### config.mk
export PLATFORM = sky130hd
export DESIGN_NAME = bws_top
export DESIGN_NICKNAME = d
export VERILOG_FILES = /design/src/hdl/bws_pkg.sv /design/src/hdl/bws_sync.sv /design/src/hdl/bws_top.sv
export SDC_FILE = /design/constraint.sdc
export NUM_CORES = 1
export LEC_CHECK = 0
export BUFFER_PORTS_ARGS = -buffer_cell sky130_fd_sc_hd__buf_2
export CELL_PAD_IN_SITES_DETAIL_PLACEMENT = 0
export CELL_PAD_IN_SITES_GLOBAL_PLACEMENT = 1
export CORE_MARGIN = 2
export CORE_UTILIZATION = 42
export DETAILED_ROUTE_END_ITERATION = 8
export HOLD_SLACK_MARGIN = 0.05
export PLACE_DENSITY = 0.84
export SLEW_MARGIN = 20
export SYNTH_ARGS = -nofsm -noshare
export SYNTH_HDL_FRONTEND = slang
export SYNTH_SLANG_ARGS = --single-unit
### constraint.sdc
create_clock -name mclk -period 2.9 [get_ports mclk]
set_input_delay 0.145 -clock mclk [delete_from_list [all_inputs] [get_ports mclk]]
set_output_delay 0.145 -clock mclk [all_outputs]
set_load 0.02 [all_outputs]
### src/hdl/bws_pkg.sv
// Package for the board watchdog and reset supervisor.
// Assumes a single 250 MHz clock domain.
package bws_pkg;

    // Clock rate and derived second tick
    localparam int unsigned CLK_HZ          = 250_000_000;
    localparam int unsigned TICK_CYCLES     = CLK_HZ;
    localparam int unsigned TICK_W          = 28;

    // Watchdog periods in seconds
    localparam logic [7:0]  WDT_SEC_2       = 8'h02;
    localparam logic [7:0]  WDT_SEC_10      = 8'h0a;
    localparam logic [7:0]  WDT_SEC_50      = 8'h32;
    localparam logic [7:0]  WDT_SEC_255     = 8'hff;

    // Handle override time in seconds
    localparam logic [7:0]  OVR_SEC         = 8'h04;

    // Blink half period in ticks of the second counter fraction
    localparam int unsigned BLINK_BIT       = 26;

    // Register offsets
    localparam logic [3:0]  ADR_WDT_CTRL    = 4'h0;
    localparam logic [3:0]  ADR_WDT_TRIG    = 4'h1;
    localparam logic [3:0]  ADR_CONFIG      = 4'h2;
    localparam logic [3:0]  ADR_STATUS      = 4'h3;
    localparam logic [3:0]  ADR_IRQ_STAT    = 4'h4;
    localparam logic [3:0]  ADR_IRQ_CLR     = 4'h5;
    localparam logic [3:0]  ADR_IRQ_EN      = 4'h6;

    // Field positions
    localparam int unsigned CFG_RST_DIS     = 0;
    localparam int unsigned CFG_PWRBTN_DIS  = 1;
    localparam int unsigned EV_WDT_EXP      = 0;
    localparam int unsigned EV_OVERRIDE     = 1;
    localparam int unsigned EV_PWRBTN       = 2;
    localparam int unsigned EV_MANRST       = 3;
    localparam int unsigned EV_W            = 4;

    // Reset values
    localparam logic [1:0]  WDT_SEL_RST     = 2'h0;
    localparam logic [1:0]  CFG_RST         = 2'h0;
    localparam logic [3:0]  EV_RST          = 4'h0;
    localparam logic [7:0]  RST_PULSE_CYC   = 8'h10;

    typedef enum logic [1:0]
    {
        BWS_SEL_2   = 2'b00,
        BWS_SEL_10  = 2'b01,
        BWS_SEL_50  = 2'b10,
        BWS_SEL_255 = 2'b11
    } bws_sel_t;

    typedef enum logic [1:0]
    {
        BWS_PWR_BOOT = 2'b00,
        BWS_PWR_S0   = 2'b01,
        BWS_PWR_S5   = 2'b10,
        BWS_PWR_OPEN = 2'b11
    } bws_pwr_t;

    typedef struct packed
    {
        logic [3:0]  addr;
        logic [31:0] wdata;
        logic        wr;
        logic        rd;
    } bws_req_t;

    typedef struct packed
    {
        logic green;
        logic yellow;
        logic red;
    } bws_led_t;

    function automatic logic [7:0] bws_period(input logic [1:0] sel);
        logic [7:0] p;
        p = WDT_SEC_2;
        unique case (sel)
            BWS_SEL_2:   p = WDT_SEC_2;
            BWS_SEL_10:  p = WDT_SEC_10;
            BWS_SEL_50:  p = WDT_SEC_50;
            BWS_SEL_255: p = WDT_SEC_255;
        endcase
        return p;
    endfunction

endpackage

### src/hdl/bws_sync.sv
// Two-flop synchroniser for a bundle of pin inputs.
// Assumes inputs are asynchronous to mclk.
`timescale 1ns/10ps
module bws_sync #(
    parameter int unsigned W     = 1,
    parameter logic [W-1:0] INIT = '0
)
(
    input  wire logic         mclk,
    input  wire logic         rst_n,
    input  wire logic [W-1:0] d,
    output logic      [W-1:0] q
);
    logic [W-1:0] meta_r;

    always_ff @(posedge mclk)
    begin
        if (!rst_n)
        begin
            meta_r <= INIT;
            q      <= INIT;
        end
        else
        begin
            meta_r <= d;
            q      <= meta_r;
        end
    end
endmodule

### src/hdl/bws_top.sv
// Board watchdog, handle power-button logic, reset and healthy indicator.
// Assumes rst_n is the board system reset; pins are asynchronous.
// Overview of operation
// - Watchdog period is chosen from 2, 10, 50 or 255 seconds.
// - After system reset the watchdog is passive and never expires.
// - First trigger request after reset makes the watchdog active.
// - Active and trigger gap longer than period: expire, force full board reset.
// - Active state holds until next system reset; no write clears it.
// - Period selection writable any time, new period takes effect.
// - Handle open for 4 seconds raises override, board goes to S5.
// - In S5 after override, unlock then lock returns board to S0.
// - Handle open during power up sends board to S5.
// - Handle push button gives one power-button pulse.
// - Backplane reset input low resets board like the front switch.
// - Config bits disable manual reset switch and handle power button.
// - Healthy green only when all rails good and board reset released.
// - Healthy indicator blinks yellow while the handle is open.
`timescale 1ns/10ps
module bws_top
#(
    // One second in mclk cycles; a bench may shorten it
    parameter int unsigned TICK_CYCLES = bws_pkg::TICK_CYCLES
)
(
    input  wire logic        mclk,
    input  wire logic        rst_n,
    input  wire logic [3:0]  reg_addr,
    input  wire logic [31:0] reg_wdata,
    input  wire logic        reg_wr,
    input  wire logic        reg_rd,
    output logic      [31:0] reg_rdata,
    input  wire logic        reset_switch_n,
    input  wire logic        backplane_reset_in_n,
    input  wire logic        handle_open,
    input  wire logic        handle_button_n,
    input  wire logic        rails_good,
    output logic             board_reset_n,
    output logic             power_button_pulse,
    output logic             power_override,
    output logic             soft_off,
    output bws_pkg::bws_led_t healthy_indicator,
    output logic             irq
);
    bws_pkg::bws_req_t req;
    logic [4:0]  pins_s;
    logic        rst_sw_n_s;
    logic        bp_rst_n_s;
    logic        handle_s;
    logic        button_n_s;
    logic        rails_s;

    assign req = '{addr: reg_addr, wdata: reg_wdata, wr: reg_wr, rd: reg_rd};

    // Idle levels: switches released, handle closed, rails good
    bws_sync #(.W(5), .INIT(5'h1b)) u_sync
    (
        .mclk  (mclk),
        .rst_n (rst_n),
        .d     ({reset_switch_n, backplane_reset_in_n, handle_open, handle_button_n,
                 rails_good}),
        .q     (pins_s)
    );
    assign {rst_sw_n_s, bp_rst_n_s, handle_s, button_n_s, rails_s} = pins_s;

    // Pin samples are stale for two edges after reset
    logic [1:0] pins_ok_r;

    always_ff @(posedge mclk)
    begin
        if (!rst_n)
            pins_ok_r <= 2'b00;
        else
            pins_ok_r <= {pins_ok_r[0], 1'b1};
    end

    // Second tick shared by watchdog, override timer and blink
    logic [bws_pkg::TICK_W-1:0] tick_cnt_r;
    logic                       tick;
    assign tick = (tick_cnt_r == bws_pkg::TICK_W'(TICK_CYCLES - 1));

    always_ff @(posedge mclk)
    begin
        if (!rst_n || tick)
            tick_cnt_r <= '0;
        else
            tick_cnt_r <= tick_cnt_r + 1'b1;
    end

    // Registers
    logic [1:0]             wdt_sel_r;
    logic [1:0]             cfg_r;
    logic [bws_pkg::EV_W-1:0] ev_stat_r;
    logic [bws_pkg::EV_W-1:0] ev_en_r;
    logic [bws_pkg::EV_W-1:0] ev_set;
    logic                   wr_sel;
    logic                   wr_trig;
    logic                   wr_clr;

    assign wr_sel  = req.wr && (req.addr == bws_pkg::ADR_WDT_CTRL);
    assign wr_trig = req.wr && (req.addr == bws_pkg::ADR_WDT_TRIG);
    assign wr_clr  = req.wr && (req.addr == bws_pkg::ADR_IRQ_CLR);

    always_ff @(posedge mclk)
    begin
        if (!rst_n)
            wdt_sel_r <= bws_pkg::WDT_SEL_RST;
        else if (wr_sel)
            wdt_sel_r <= req.wdata[1:0];
    end

    always_ff @(posedge mclk)
    begin
        if (!rst_n)
            cfg_r <= bws_pkg::CFG_RST;
        else if (req.wr && req.addr == bws_pkg::ADR_CONFIG)
            cfg_r <= req.wdata[1:0];
    end

    always_ff @(posedge mclk)
    begin
        if (!rst_n)
            ev_en_r <= bws_pkg::EV_RST;
        else if (req.wr && req.addr == bws_pkg::ADR_IRQ_EN)
            ev_en_r <= req.wdata[bws_pkg::EV_W-1:0];
    end

    // Set wins over clear
    always_ff @(posedge mclk)
    begin
        if (!rst_n)
            ev_stat_r <= bws_pkg::EV_RST;
        else
            ev_stat_r <= (ev_stat_r & ~(wr_clr ? req.wdata[bws_pkg::EV_W-1:0]
                                               : {bws_pkg::EV_W{1'b0}})) | ev_set;
    end

    assign irq = |(ev_stat_r & ev_en_r);

    // Watchdog
    logic       wdt_active_r;
    logic [8:0] wdt_sec_r;
    logic       wdt_expire;

    always_ff @(posedge mclk)
    begin
        if (!rst_n)
            wdt_active_r <= 1'b0;
        else if (wr_trig)
            wdt_active_r <= 1'b1;
    end

    always_ff @(posedge mclk)
    begin
        if (!rst_n || wr_trig || wr_sel)
            wdt_sec_r <= '0;
        else if (tick && wdt_active_r && !wdt_expire)
            wdt_sec_r <= wdt_sec_r + 1'b1;
    end

    // Strictly past the period, so the free tick phase never shortens it
    assign wdt_expire = wdt_active_r &&
                        (wdt_sec_r > {1'b0, bws_pkg::bws_period(wdt_sel_r)});

    // Board reset: watchdog, switch or backplane, stretched
    logic       man_rst;
    logic       rst_req;
    logic [7:0] rst_cnt_r;

    assign man_rst = (!rst_sw_n_s && !cfg_r[bws_pkg::CFG_RST_DIS]) || !bp_rst_n_s;
    assign rst_req = man_rst || wdt_expire;

    always_ff @(posedge mclk)
    begin
        if (!rst_n)
            rst_cnt_r <= bws_pkg::RST_PULSE_CYC;
        else if (rst_req)
            rst_cnt_r <= bws_pkg::RST_PULSE_CYC;
        else if (rst_cnt_r != 8'h00)
            rst_cnt_r <= rst_cnt_r - 1'b1;
    end

    always_ff @(posedge mclk)
    begin
        if (!rst_n)
            board_reset_n <= 1'b0;
        else
            board_reset_n <= (rst_cnt_r == 8'h00) && !rst_req;
    end

    // Handle power-state machine
    bws_pkg::bws_pwr_t pwr_r;
    bws_pkg::bws_pwr_t pwr_nxt;
    logic [7:0]        ovr_sec_r;
    logic              handle_d_r;
    logic              button_d_r;
    logic              pb_en;
    logic              ovr_hit;

    assign pb_en   = !cfg_r[bws_pkg::CFG_PWRBTN_DIS];
    // Full override time must pass whatever the tick phase
    assign ovr_hit = handle_s && (ovr_sec_r > bws_pkg::OVR_SEC);

    always_ff @(posedge mclk)
    begin
        if (!rst_n || !handle_s)
            ovr_sec_r <= '0;
        else if (tick && !ovr_hit)
            ovr_sec_r <= ovr_sec_r + 1'b1;
    end

    always_comb
    begin
        pwr_nxt = pwr_r;
        unique case (pwr_r)
            bws_pkg::BWS_PWR_BOOT:
                if (pins_ok_r[1])
                    pwr_nxt = handle_s ? bws_pkg::BWS_PWR_S5 : bws_pkg::BWS_PWR_S0;
            bws_pkg::BWS_PWR_S0:
                if (ovr_hit && pb_en)
                    pwr_nxt = bws_pkg::BWS_PWR_S5;
            bws_pkg::BWS_PWR_S5:
                if (handle_s && !handle_d_r && pb_en)
                    pwr_nxt = bws_pkg::BWS_PWR_OPEN;
            bws_pkg::BWS_PWR_OPEN:
                if (!handle_s)
                    pwr_nxt = bws_pkg::BWS_PWR_S0;
        endcase
    end

    always_ff @(posedge mclk)
    begin
        if (!rst_n)
        begin
            pwr_r      <= bws_pkg::BWS_PWR_BOOT;
            handle_d_r <= 1'b0;
            button_d_r <= 1'b1;
        end
        else
        begin
            pwr_r      <= pwr_nxt;
            handle_d_r <= handle_s;
            button_d_r <= button_n_s;
        end
    end

    logic pb_edge;
    assign pb_edge = !button_n_s && button_d_r && pb_en;

    always_ff @(posedge mclk)
    begin
        if (!rst_n)
        begin
            power_button_pulse <= 1'b0;
            power_override     <= 1'b0;
            soft_off           <= 1'b0;
        end
        else
        begin
            power_button_pulse <= pb_edge;
            power_override     <= ovr_hit && pb_en && (pwr_r == bws_pkg::BWS_PWR_S0);
            soft_off           <= (pwr_nxt == bws_pkg::BWS_PWR_S5) ||
                                  (pwr_nxt == bws_pkg::BWS_PWR_OPEN);
        end
    end

    assign ev_set = {man_rst, pb_edge,
                     ovr_hit && pb_en && (pwr_r == bws_pkg::BWS_PWR_S0),
                     wdt_expire};

    // Yellow blink toggles once a second
    logic blink_r;

    always_ff @(posedge mclk)
    begin
        if (!rst_n)
            blink_r <= 1'b0;
        else if (tick)
            blink_r <= !blink_r;
    end

    // Healthy indicator
    always_ff @(posedge mclk)
    begin
        if (!rst_n)
            healthy_indicator <= '0;
        else if (handle_s)
            healthy_indicator <= '{green: 1'b0, red: 1'b0,
                                   yellow: blink_r};
        else
            healthy_indicator <= '{green: rails_s && board_reset_n &&
                                          (pwr_r == bws_pkg::BWS_PWR_S0),
                                   red: !rails_s, yellow: 1'b0};
    end

    // Read port
    always_ff @(posedge mclk)
    begin
        if (!rst_n || !req.rd)
            reg_rdata <= '0;
        else
        begin
            unique case (req.addr)
                bws_pkg::ADR_WDT_CTRL: reg_rdata <= {30'h0, wdt_sel_r};
                bws_pkg::ADR_CONFIG:   reg_rdata <= {30'h0, cfg_r};
                bws_pkg::ADR_STATUS:   reg_rdata <= {24'h0, wdt_sec_r[3:0], pwr_r,
                                                     handle_s, wdt_active_r};
                bws_pkg::ADR_IRQ_STAT: reg_rdata <= {28'h0, ev_stat_r};
                bws_pkg::ADR_IRQ_EN:   reg_rdata <= {28'h0, ev_en_r};
                default:               reg_rdata <= '0;
            endcase
        end
    end
endmodule

Word level (Yosys, flattened, before mapping)
Cells that the tools add are included.

storage, ports and cells
  register bits after elaboration = 122
  bits of input ports = 45
  output and inout port bits = 40
  word-level logic and storage cells = 112

operators by class
  add/sub/neg operators = 4
  $lt $le $gt $ge = 2
  equal/unequal tests = 15
  multiplexer cells = 10
  bitwise logic cells = 5
  reduce and logical (&&, ||, !) cells = 51

operators by type and width
  cell                                                                   count
  8-bit one-hot mux with 5 select lines                                  1
  8-bit one-hot mux with 4 select lines                                  1
  28-bit by 1-bit adder with 28-bit output (second input constant)       1
  28-bit == test (second input constant)                                 1
  1-bit logical AND                                                      20
  1-bit zero test                                                        14
  2-bit == test (second input constant)                                  6
  4-bit by 3-bit == test with 1-bit output (second input constant)       3
  2-bit 2-to-1 mux                                                       5
  9-bit by 1-bit adder with 9-bit output (second input constant)         1
  9-bit by 8-bit > comparator with 1-bit output                          1
  8-bit by 1-bit adder with 8-bit output (second input constant)         1
  4-bit AND                                                              2
  4-bit by 2-bit == test with 1-bit output (second input constant)       2
  8-bit by 3-bit > comparator with 1-bit output (second input constant)  1
  8-bit zero test                                                        1
  1-bit logical OR                                                       8
  2-bit one-hot mux with 4 select lines                                  1
  8-bit nonzero test                                                     1
  8-bit by 1-bit subtractor with 8-bit output (second input constant)    1
  2-bit by 1-bit == test with 1-bit output (second input constant)       2
  4-bit by 1-bit == test with 1-bit output (second input constant)       1
  2-bit zero test                                                        2
  4-bit zero test                                                        1
  8 further kinds                                                        9

Longest topological paths before layout
Gate-level depths: netlist (run 1).

  depth in word-level cells = 7
  gate-level depth with buffers = 9
  gate-level depth less buffers = 8

Modules after synthesis
Synthesis (run 1) repeated with hierarchy kept, for this count alone.

unflattened totals
  cells, all modules = 474
  area, all modules = 4413.0 µm²

modules (own cells, without submodules)
  module    instances  cells each  area an instance (µm²)  seq. area each (µm²)
  bws_top   1          454         4150.2                  1761.7
  bws_sync  1          20          262.8                   200.2

Least setup slack after synthesis (run 1)
Ideal clock, no wire load.

  kind = register to register
  from = register wdt_sel_r[1]
  to = register wdt_sec_r[3]
  setup time = 72 ps
  arrival time = 2118 ps
  data required time = 2828 ps
  path slack = 710 ps
  stages on the path, launching flop included = 8
  path buffers = 0
  clock period less this slack = 2190 ps
  cell sequence = dfxtp_1 -> nand2_1 -> ha_1 -> and4b_1 -> a2111oi_2 -> a211oi_2 -> or4_1 -> a21oi_1

between the ends
  longest elaborated chain between the ends = 6
  elaborated cells on any way between the ends = 9
  those cells by class = order compare (1); eq/ne (3); mux (1); reduce/logical (4)

ends and longest elaborated chain
  element                                          RTL line        source
  from (decl)                                      bws_top.sv:90   logic [1:0] wdt_sel_r;
  from (signal assigned)                           bws_top.sv:106  wdt_sel_r <= bws_pkg::WDT_SEL_RST;
  from (signal assigned)                           bws_top.sv:108  wdt_sel_r <= req.wdata[1:0];
  2-bit == test (tied with other cells)            bws_pkg.sv:80   unique case (sel)
  8-bit one-hot mux with 4 select lines *          bws_pkg.sv:80
  9-bit by 8-bit > comparator with 1-bit output *  bws_top.sv:162  (wdt_sec_r > {1'b0, bws_pkg::bws_period(wdt_sel_r)});
  1-bit logical AND *                              bws_top.sv:161  assign wdt_expire = wdt_active_r &&
  1-bit zero test *                                bws_top.sv:156  else if (tick && wdt_active_r && !wdt_expire)
  1-bit logical AND *                              bws_top.sv:156
  to (signal assigned)                             bws_top.sv:157  wdt_sec_r <= wdt_sec_r + 1'b1;
  to (decl)                                        bws_top.sv:141  logic [8:0] wdt_sec_r;

Every way passes the cells marked *; elsewhere a longest branch is shown, timed or not. The select of a mux whose other input is x is not followed.
A chain may end at the register's enable or synchronous reset.

Final worst setup path (run 1)
  from = register wdt_sel_r[1]
  to = register wdt_sec_r[5]

The elaborated chain is that of the path after synthesis.

==> results of run 1 <==
==> cell type report <==
type / instances / area, um2 / share of cell area (%)
Sequential cell: 98 / 1960 / 40.1
Clock inverter: 7 / 68.8 / 1.41
Timing Repair Buffer: 43 / 260 / 5.32
Inverter: 17 / 63.8 / 1.30
Multi-Input combinational cell: 352 / 2250 / 45.9
Clock buffer: 9 / 124 / 2.53
Tap cell: 136 / 170 / 3.48
==> layer usage <==
layer	part of all wire, %	global-route usage [%]	up-vias
li1	-	-	1701
met1	48	18.4	1565
met2	48	26.2	55
met3	3.3	3.89	8
met4	0.83	4.27	0
met5	0	0	-
==> worst paths after layout <==
| kind | depth (start not counted) | to | slack, ns |
|---|---|---|---|
| max reg2reg | 8 | wdt_sec_r[5] | 0.33 |
| min reg2reg | 1 | u_sync.q[0] | 0.42 |
| max | 8 | wdt_sec_r[5] | 0.33 |
| min | 3 | wdt_sel_r[1] | 0.08 |
==> power groups by stage <==
| stage | clock, mW | combinational, mW | sequential [mW] |
|---|---|---|---|
| floorplan | 0 | 0.251 | 1.47 |
| global placement | 0 | 0.278 | 1.48 |
| detailed placement | 0 | 0.278 | 1.48 |
| CTS | 0.892 | 0.290 | 1.45 |
| global route | 0.934 | 0.324 | 1.46 |
| finish | 0.855 | 0.288 | 1.45 |
==> timing repair <==
| item | in CTS | in global routing |
|---|---|---|
| endpoints found under the hold margin | 7 | 0 |
| resized for setup | 0 | 0 |
| hold buffers | 7 | 0 |
==> cell usage in the layout (no fill, tap or decap), types with 3 or more instances in the layout <==
cell type / count
dfxtp_1: 98
a21boi_0: 3
and3_1: 16
xnor2_1: 23
a22oi_1: 5
nor4_1: 5
and4_1: 5
nor3b_1: 5
nand2b_1: 12
dlygate4sd3_1: 7
o21ai_0: 13
buf_2: 32
and2_1: 17
xor2_1: 12
nand2_1: 30
o31ai_1: 6
nor3_1: 12
buf_4: 4
mux2i_1: 9
or4_1: 7
nor2_1: 44
conb_1: 24
or3_1: 4
nand3_1: 23
a21oi_1: 14
o21a_1: 4
ha_1: 13
nor2b_1: 14
clkinv_4: 3
clkbuf_8: 9
inv_1: 17
inv_8: 3
==> worst max-delay path: stages, from the launching register on <==
cell       delay (ns)
dfxtp_1          0.37
nand2_1          0.12
ha_1             0.34
and4b_1          0.24
a2111oi_2        0.42
a211oi_2         0.12
buf_4            0.19
or4_1            0.52
a21oi_1          0.19
==> state kept, by name, summed over array words and instances (netlist names), 3 cells and up <==
register	flops
u_sync.meta_r	5
tick_cnt_r	28
ev_en_r	4
u_sync.q	5
reg_rdata	8
rst_cnt_r	8
healthy_indicator	3
ovr_sec_r	8
wdt_sec_r	9
ev_stat_r	4
==> logic make-up after synthesis <==
| family | share of synthesized area, % |
|---|---|
| AOI/OAI and AO/OA | 9.54 |
| muxes | 2.03 |
| xor gates and xnor gates | 6.91 |
| other | 0.0846 |
| adders and majority gates | 3.67 |
| and+or+nand+nor | 26.5 |
| buffers and inverters | 7.05 |
| DFF | 44.2 |
==> stage by stage <==
step	std cells	instance area, um2
after floorplan	505	4520
after global placement	639	4630
after detailed placement	639	4630
after CTS	662	4890
after global routing	662	4890
final	662	4890
==> out/metrics.csv, run 1 <==
metric;value;unit
reg2reg_from;wdt_sel_r[1];
yosysMostFrequentCell;dfxtp_1;
yosysWarnings;0;
synth_area_leaders;dfxtp_1 44%, xnor2_1 4.5%, buf_4 4.1%, nor2_1 3.7%, ha_1 3.7%;
synthesis.area;4430;um2
seq_power_share;56.0;%
utilization;47.6;%
insertion_delay;0.37;ns
pin_count;85;
fin_total_pwr;2.60;mW
finalHoldViolations;0;
max_slew_margin;49.9;%
layout-drive-gt1-share;11.8;%
start_util;43.1;%
startpoint;wdt_sel_r[1];
seq_area_frac_synth;44.2;%
p_per_area;530;nW/um2
row_count;37;
ant_nets;0;
async_flop_share;0;%
drtIter0Drc;122;
num_antenna_cells;0;
worstPathRequired;3.20;ns
fin_setup_tns;0;ns
synth_commonest_cells;98 x dfxtp_1, 44 x nor2_1, 30 x nand2_1;
timing.fmax;388;MHz
grt_max_degree;27;
cts_buffers;9;
p_leak;1.89;nW
yosysTopAreaCell;dfxtp_1;
synth_edf_count;0;
coreArea;10300;um2
io_buffers;32;
tightest_slew;0.750;ns
grt_overflow_total;0;
skew;0.0144;ns
finalMaxSlewViolations;0;
h-tree-depth;3;
start_kind;register;
clk_pin_slew_worst_paths;0.11;ns
synth_area_per_cell;9.20;um2
post-dp-hpwl;5.90;mm
clk_path_buf_depth;2;
gp_congestion;0.856;
fin_nets;579;
rsz0062_at_grt;false;
outcome;complete, no violations;
cap_violations;0;
cts_tree;built;
vdd_ir_drop_max;0.000256;V
p_int;1.87;mW
timing.hold.ws;0.0779;ns
drc_errors;0;
syn2layout_area_growth;10.4;%
grtUsageTotal;15.0;%
power_frac_clock;32.9;%
arrival;2.87;ns
yosysUniqueCellTypes;53;
post_cts_buffers;0;
netlist_instances;482;
cts_sinks;98;
final.fill_count;994;
first_global_vias;3116;
period_needed;2.57;ns
num_vias;3329;
combinationalPowerShare;11.1;%
firstDrtPassIters;5;
synth_top_area_share;44.2;%
synthFlopType;dfxtp_1;
die_w;107;um
dieArea;11400;um2
p_sw_share;27.9;%
period_share;88.8;%
hp-start;reg_wdata[1];
vias_per_cell;5.03;
p_sw;0.724;mW
path_max_fanout;8;
grt_pass1_wl;14.0;mm
min_path_type;in -> reg;
antenna_found_initial;0;
final.setup.worst_slack;0.325;ns
synth_seq_cells;98;
cts-root-buf;clkbuf_8;
setup_viol_count_final;0;
die_h;107;um
routed_wl;8.29;mm
pre_cts_ws;0.325;ns
end_kind;register;
wl_per_cell;12.5;um
crit_type;reg -> reg;
No activity file was read; power rests on OpenSTA's default activity.
==> run 2: changes to the inputs <==
- ABC_AREA: default -> 1
- CORE_UTILIZATION: 42 -> 40
- HOLD_SLACK_MARGIN: 0.05 -> 0.1
- PLACE_DENSITY: 0.84 -> 0.83
==> out/metrics.csv, run 2 <==
metric;value;unit;change
grt_pass1_wl;17.9;mm;+28%
seq_area_frac_synth;40.7;%;-3.6 points
path_max_fanout;12;;+4
synth_edf_count;0;;unchanged
wl_per_cell;12.1;um;-3.5%
fin_nets;777;;+34%
p_sw;0.799;mW;+10%
firstDrtPassIters;5;;unchanged
cts_sinks;98;;unchanged
cts-root-buf;clkbuf_16;;
layout-drive-gt1-share;12.7;%;+0.92 points
start_util;40.5;%;-2.6 points
post-dp-hpwl;7.92;mm;+34%
startpoint;wdt_sel_r[1];;
drtIter0Drc;212;;+74%
clk_path_buf_depth;2;;unchanged
pre_cts_ws;0.759;ns;+0.433 ns
h-tree-depth;3;;unchanged
first_global_vias;4018;;+29%
tightest_slew;0.550;ns;-0.199 ns
start_kind;register;;
row_count;40;;+8.1%
routed_wl;10.5;mm;+27%
post_dp_cell_area;5040;um2;+8.9%
utilization;45.9;%;-1.8 points
arrival;2.39;ns;-0.48 ns
largest_reg_flops;28;;unchanged
crit_type;reg -> reg;;
r2r_slack;0.76;ns;+0.43 ns
design_area;5460;um2;+12%
vias_per_cell;4.93;;-2.1%
post_cts_buffers;0;;unchanged
top_register;tick_cnt_r;;
grtUsageTotal;17.2;%;+2.2 points
die_w;114;um;+6.6%
cts_buffers;9;;unchanged
dieArea;13000;um2;+14%
worstPathRequired;3.15;ns;-0.05 ns
drc_errors;0;;unchanged
vdd_ir_drop_max;0.000499;V;+95%
skew;0.00995;ns;-0.00450 ns
fin_setup_tns;0;ns;unchanged
synth_top_area_share;40.7;%;-3.6 points
synthesis.area;4820;um2;+8.8%
mostFrequentLayoutCells;137 x nand2_1, 98 x dfxtp_1, 83 x inv_1;;
yosysUniqueCellTypes;39;;-26%
gp_congestion;0.865;;+1.1%
crit_path_end;rst_cnt_r[4];;
yosysMostFrequentCell;nand2_1;;
pin_count;85;;unchanged
io_buffers;32;;unchanged
ant_nets;0;;unchanged
async_flop_share;0;%;unchanged
synth_area_leaders;dfxtp_1 41%, nand2_1 11%, inv_1 6.5%, a21oi_1 5.8%, nor2_1 5.6%;;
finalMaxSlewViolations;0;;unchanged
top_regs;tick_cnt_r (28), wdt_sec_r (9);;
grt_max_degree;29;;+7.4%
antenna_found_initial;0;;unchanged
synthFlopType;dfxtp_1;;
layout_commonest_cell;nand2_1;;
combinationalPowerShare;9.5;%;-1.6 points
p_int;2.11;mW;+13%
clk_pin_slew_worst_paths;0.08;ns;-0.03 ns
period_needed;2.14;ns;-0.430 ns
insertion_delay;0.36;ns;about the same
final.fill_count;1253;;+26%
power_frac_clock;41.4;%;+8.5 points
num_antenna_cells;0;;unchanged
setup_viol_count_final;0;;unchanged
reg2reg_from;wdt_sel_r[1];;
max_slew_margin;63.2;%;+13 points
syn2layout_area_growth;13.2;%;
cts_tree;built;;
grt_overflow_total;0;;unchanged
p_per_area;533;nW/um2;+0.61%
yosysTopAreaCell;dfxtp_1;;
p_leak;2.19;nW;+16%
rr_endpoint;rst_cnt_r[4];;
period_share;73.9;%;-15 points
rsz0062_at_grt;false;;
regArea;1960;um2;unchanged
seq_power_share;49.1;%;-6.9 points
yosysWarnings;0;;unchanged
timing.fmax;466;MHz;+20%
synth_seq_cells;98;;unchanged
whs_path_depth;1;;-2
end_kind;register;;
synth_area_per_cell;7.18;um2;-22%
synth_commonest_cells;137 x nand2_1, 98 x dfxtp_1, 83 x inv_1;;
die_h;114;um;+6.6%
p_sw_share;27.4;%;-0.47 points
cts-resized-gates;0;;unchanged
coreArea;11900;um2;+16%
netlist_instances;672;;+39%
num_vias;4290;;+29%
cap_violations;0;;unchanged
finalHoldViolations;0;;unchanged
rr_worst_depth;9;;+1
min_path_type;in -> reg;;
final.setup.worst_slack;0.756;ns;+0.430 ns
cts_hold_buf;11;;+4
outcome;complete, no violations;;
multiInputGateArea;2380;um2;+6.1%
-- run 2: worst min path at each step --
stage	endpoint	startpoint	slack [ns]
after CTS	pins_ok_r[0]	rst_n	0.10
after detailed placement	u_sync.meta_r[3]	backplane_reset_in_n	0.33
after floorplan	pins_ok_r[0]	rst_n	0.17
after global placement	u_sync.meta_r[0]	rails_good	0.33
final	pins_ok_r[0]	rst_n	0.12
after global routing	pins_ok_r[0]	rst_n	0.12
-- run 2: through the flow --
stage	power, mW	hold slack, ns	std cells
finish	2.91	0.116	871
global route	3.06	0.124	871
CTS	2.96	0.103	871
detailed placement	1.73	0.334	844
global placement	1.72	0.332	844
floorplan	1.69	0.173	695
-- run 2: metal layers --
metal  wire, um  global-route usage (%)
met5          0                       0
met1       4840                    21.4
met3        535                    4.84
met4        208                    6.26
met2       4940                    28.6
-- run 2: cells by family (layout without fill, tap and decap cells) --
family	Yosys count	in the layout	share of synthesized area (%)
AOI/OAI and AO/OA	87	87	9.49
xor gates and xnor gates	15	15	2.72
and+or+nand+nor	334	334	32.0
adders and majority gates	13	13	3.37
other	1	24	0.0777
buffers and inverters	124	153	11.7
DFF	98	98	40.7
-- run 2: power by group through the flow --
| stage | sequential, mW | clock (mW) | combinational [mW] |
|---|---|---|---|
| 2_1_floorplan | 1.46 | 0 | 0.232 |
| 3_3_place_gp | 1.46 | 0 | 0.262 |
| 3_5_place_dp | 1.46 | 0 | 0.266 |
| 4_1_cts | 1.43 | 1.25 | 0.279 |
| 5_1_grt | 1.44 | 1.31 | 0.316 |
| 6_report | 1.43 | 1.20 | 0.277 |
-- run 2: worst max-delay path, cell delays in order (launching register included) --
cell,delay (ns)
dfxtp_1,0.36
nand2_1,0.12
ha_1,0.32
nand2_1,0.05
nor2_1,0.17
nand3_1,0.09
and2_1,0.15
nand2_2,0.26
nand3_2,0.25
or2_1,0.27
-- run 2: layout make-up --
class	instances	share of cell area, %
multi-input combinational	473	43.6
sequential	98	35.9
inverter	94	6.46
timing repair buffer	43	4.95
clock buffer	9	4.12
tap	147	3.37
clock inverter	7	1.53
==> run 3: changes to the inputs <==
- clock period: 2.9 -> 2 ns (I/O delays scaled with it)
==> out/metrics.csv, run 3 (synthesis results as in run 2) <==
metric;value;unit;change
io_buffers;32;;unchanged
cts-root-buf;clkbuf_16;;
layout.cells.non_filler;882;;+1.3%
die_h;114;um;unchanged
finalMaxSlewViolations;0;;unchanged
worstPathRequired;2.23;ns;-0.92 ns
insertion_delay;0.35;ns;about the same
period_share;91.7;%;+18 points
clk_pin_slew_worst_paths;0.07;ns;about the same
path_max_fanout;11;;-1
finalHoldViolations;0;;unchanged
first_global_vias;4110;;+2.3%
grt_max_degree;20;;-31%
whs_path_depth;3;;+2
mostFrequentLayoutCells;136 x nand2_1, 97 x dfxtp_1, 83 x inv_1;;
grt_overflow_total;0;;unchanged
min_path_type;in -> reg;;
layout-drive-gt1-share;14.4;%;+1.7 points
num_vias;4288;;-0.047%
ant_nets;0;;unchanged
clk_path_buf_depth;2;;unchanged
reg2reg_from;wdt_sel_r[0];;
p_leak;2.25;nW;+3.0%
drc_errors;0;;unchanged
vdd_ir_drop_max;0.000561;V;+12%
rsz0062_at_grt;false;;
hp-start;reg_wr;;
antenna_found_initial;0;;unchanged
gp_congestion;0.871;;+0.68%
firstDrtPassIters;5;;unchanged
regArea;1960;um2;about the same
final.setup.worst_slack;0.165;ns;-0.590 ns
crit_type;reg -> reg;;
cts_sinks;98;;unchanged
holdPathEnd;wdt_sel_r[1];;
pre_cts_ws;0.0578;ns;-0.701 ns
num_antenna_cells;0;;unchanged
start_util;40.5;%;unchanged
vias_per_cell;4.86;;-1.3%
grtUsageTotal;17.6;%;+0.42 points
grt_pass1_wl;18.4;mm;+2.6%
cap_violations;0;;unchanged
top_regs;tick_cnt_r (28), wdt_sec_r (9);;
timing.fmax;545;MHz;+17%
start_kind;register;;
utilization;46.9;%;+1.0 points
arrival;2.07;ns;-0.32 ns
routed_wl;10.8;mm;+2.9%
skew;0.00770;ns;-0.00225 ns
drtIter0Drc;268;;+26%
setup_viol_count_final;0;;unchanged
end_kind;register;;
largest_reg_flops;28;;unchanged
pin_count;85;;unchanged
fin_nets;789;;+1.5%
cts_buffers;9;;unchanged
fin_setup_tns;0;ns;unchanged
layout_commonest_cell;nand2_1;;
die_w;114;um;unchanged
coreArea;11900;um2;unchanged
rr_worst_depth;11;;+2
cts_tree;built;;
rr_endpoint;wdt_sec_r[5];;
r2r_slack;0.17;ns;-0.59 ns
multiInputGateArea;2400;um2;+0.63%
post-dp-hpwl;8.23;mm;+4.0%
wl_per_cell;12.3;um;+1.7%
dieArea;13000;um2;unchanged
h-tree-depth;3;;unchanged
row_count;40;;unchanged
syn2layout_area_growth;15.8;%;
top_register;tick_cnt_r;;
final.fill_count;1211;;-3.4%
outcome;complete, no violations;;
p_per_area;762;nW/um2;+43%
period_needed;1.83;ns;-0.310 ns
fin_total_pwr;4.25;mW;+46%
dp.cells;855;;+1.3%
==> run 3: cell types whose count changed in the layout (fill, tap and decap cells not counted), sizes merged <==
| cell | change |
|---|---|
| inv | -1 |
| buf | +11 |
| clkinv | -3 |
| bufinv | +1 |
| clkinvlp | +1 |
| dlygate4sd3 | +1 |
| clkbuf | +1 |
==> run 3: layout make-up <==
| type | instances | area share (%) |
|---|---|---|
| Clock buffer | 10 | 4.28 |
| Clock inverter | 5 | 1.08 |
| Inverter | 94 | 6.32 |
| Multi-Input combinational cell | 473 | 42.9 |
| Sequential cell | 98 | 35.1 |
| Tap cell | 147 | 3.29 |
| Timing Repair Buffer | 55 | 6.94 |
==> run 3: worst max path at each step <==
stage	from	to	slack, ns
after global placement	wdt_sel_r[1]	wdt_sec_r[2]	0.18
after detailed placement	wdt_sel_r[1]	rst_cnt_r[2]	0.06
final	wdt_sel_r[0]	wdt_sec_r[5]	0.17
after floorplan	wdt_sel_r[1]	rst_cnt_r[4]	0.33
after global routing	wdt_sel_r[0]	wdt_sec_r[0]	0.003
after CTS	wdt_sel_r[1]	rst_cnt_r[2]	0.03
==> run 3: critical path, cell delays in order, from the launching register on <==
cell and delay [ns]:
dfxtp_1 0.34, nand2_2 0.10, ha_1 0.31, nand2_1 0.07
nor2_2 0.14, nand3_1 0.08, and2_1 0.15, nand2_2 0.13
buf_12 0.15, nand2_2 0.12, nand2_1 0.09, a21oi_1 0.06
==> run 3: what timing repair did <==
item | CTS | global route
resized for setup | 0 | 5
setup endpoints to repair | 0 | 15
buffers inserted | 0 | 0
endpoints found under the hold margin | 19 | 0
hold buffers | 12 | 0
==> run 3: routing by layer <==
metal,share of wire (%),GRT usage [%],vias up
met3,4.5,5.05,23
li1,-,-,2212
met1,47,21.9,1952
met2,46,29.5,101
met5,0,0,-
met4,1.9,5.85,0
==> run 3: power breakdown <==
group	internal, mW	total, mW	switching, mW
Combinational	0.164	0.430	0.267
Sequential	2.03	2.08	0.0510
Clock	1.00	1.75	0.743
Total	3.19	4.25	1.06
==> run 3: per-stage QoR <==
stage / hold WS (ns) / area (um2)
finish: 0.115 / 5590
global route: 0.123 / 5590
CTS: 0.103 / 5570
detailed placement: 0.288 / 5150
global placement: 0.286 / 5150
floorplan: 0.128 / 4910
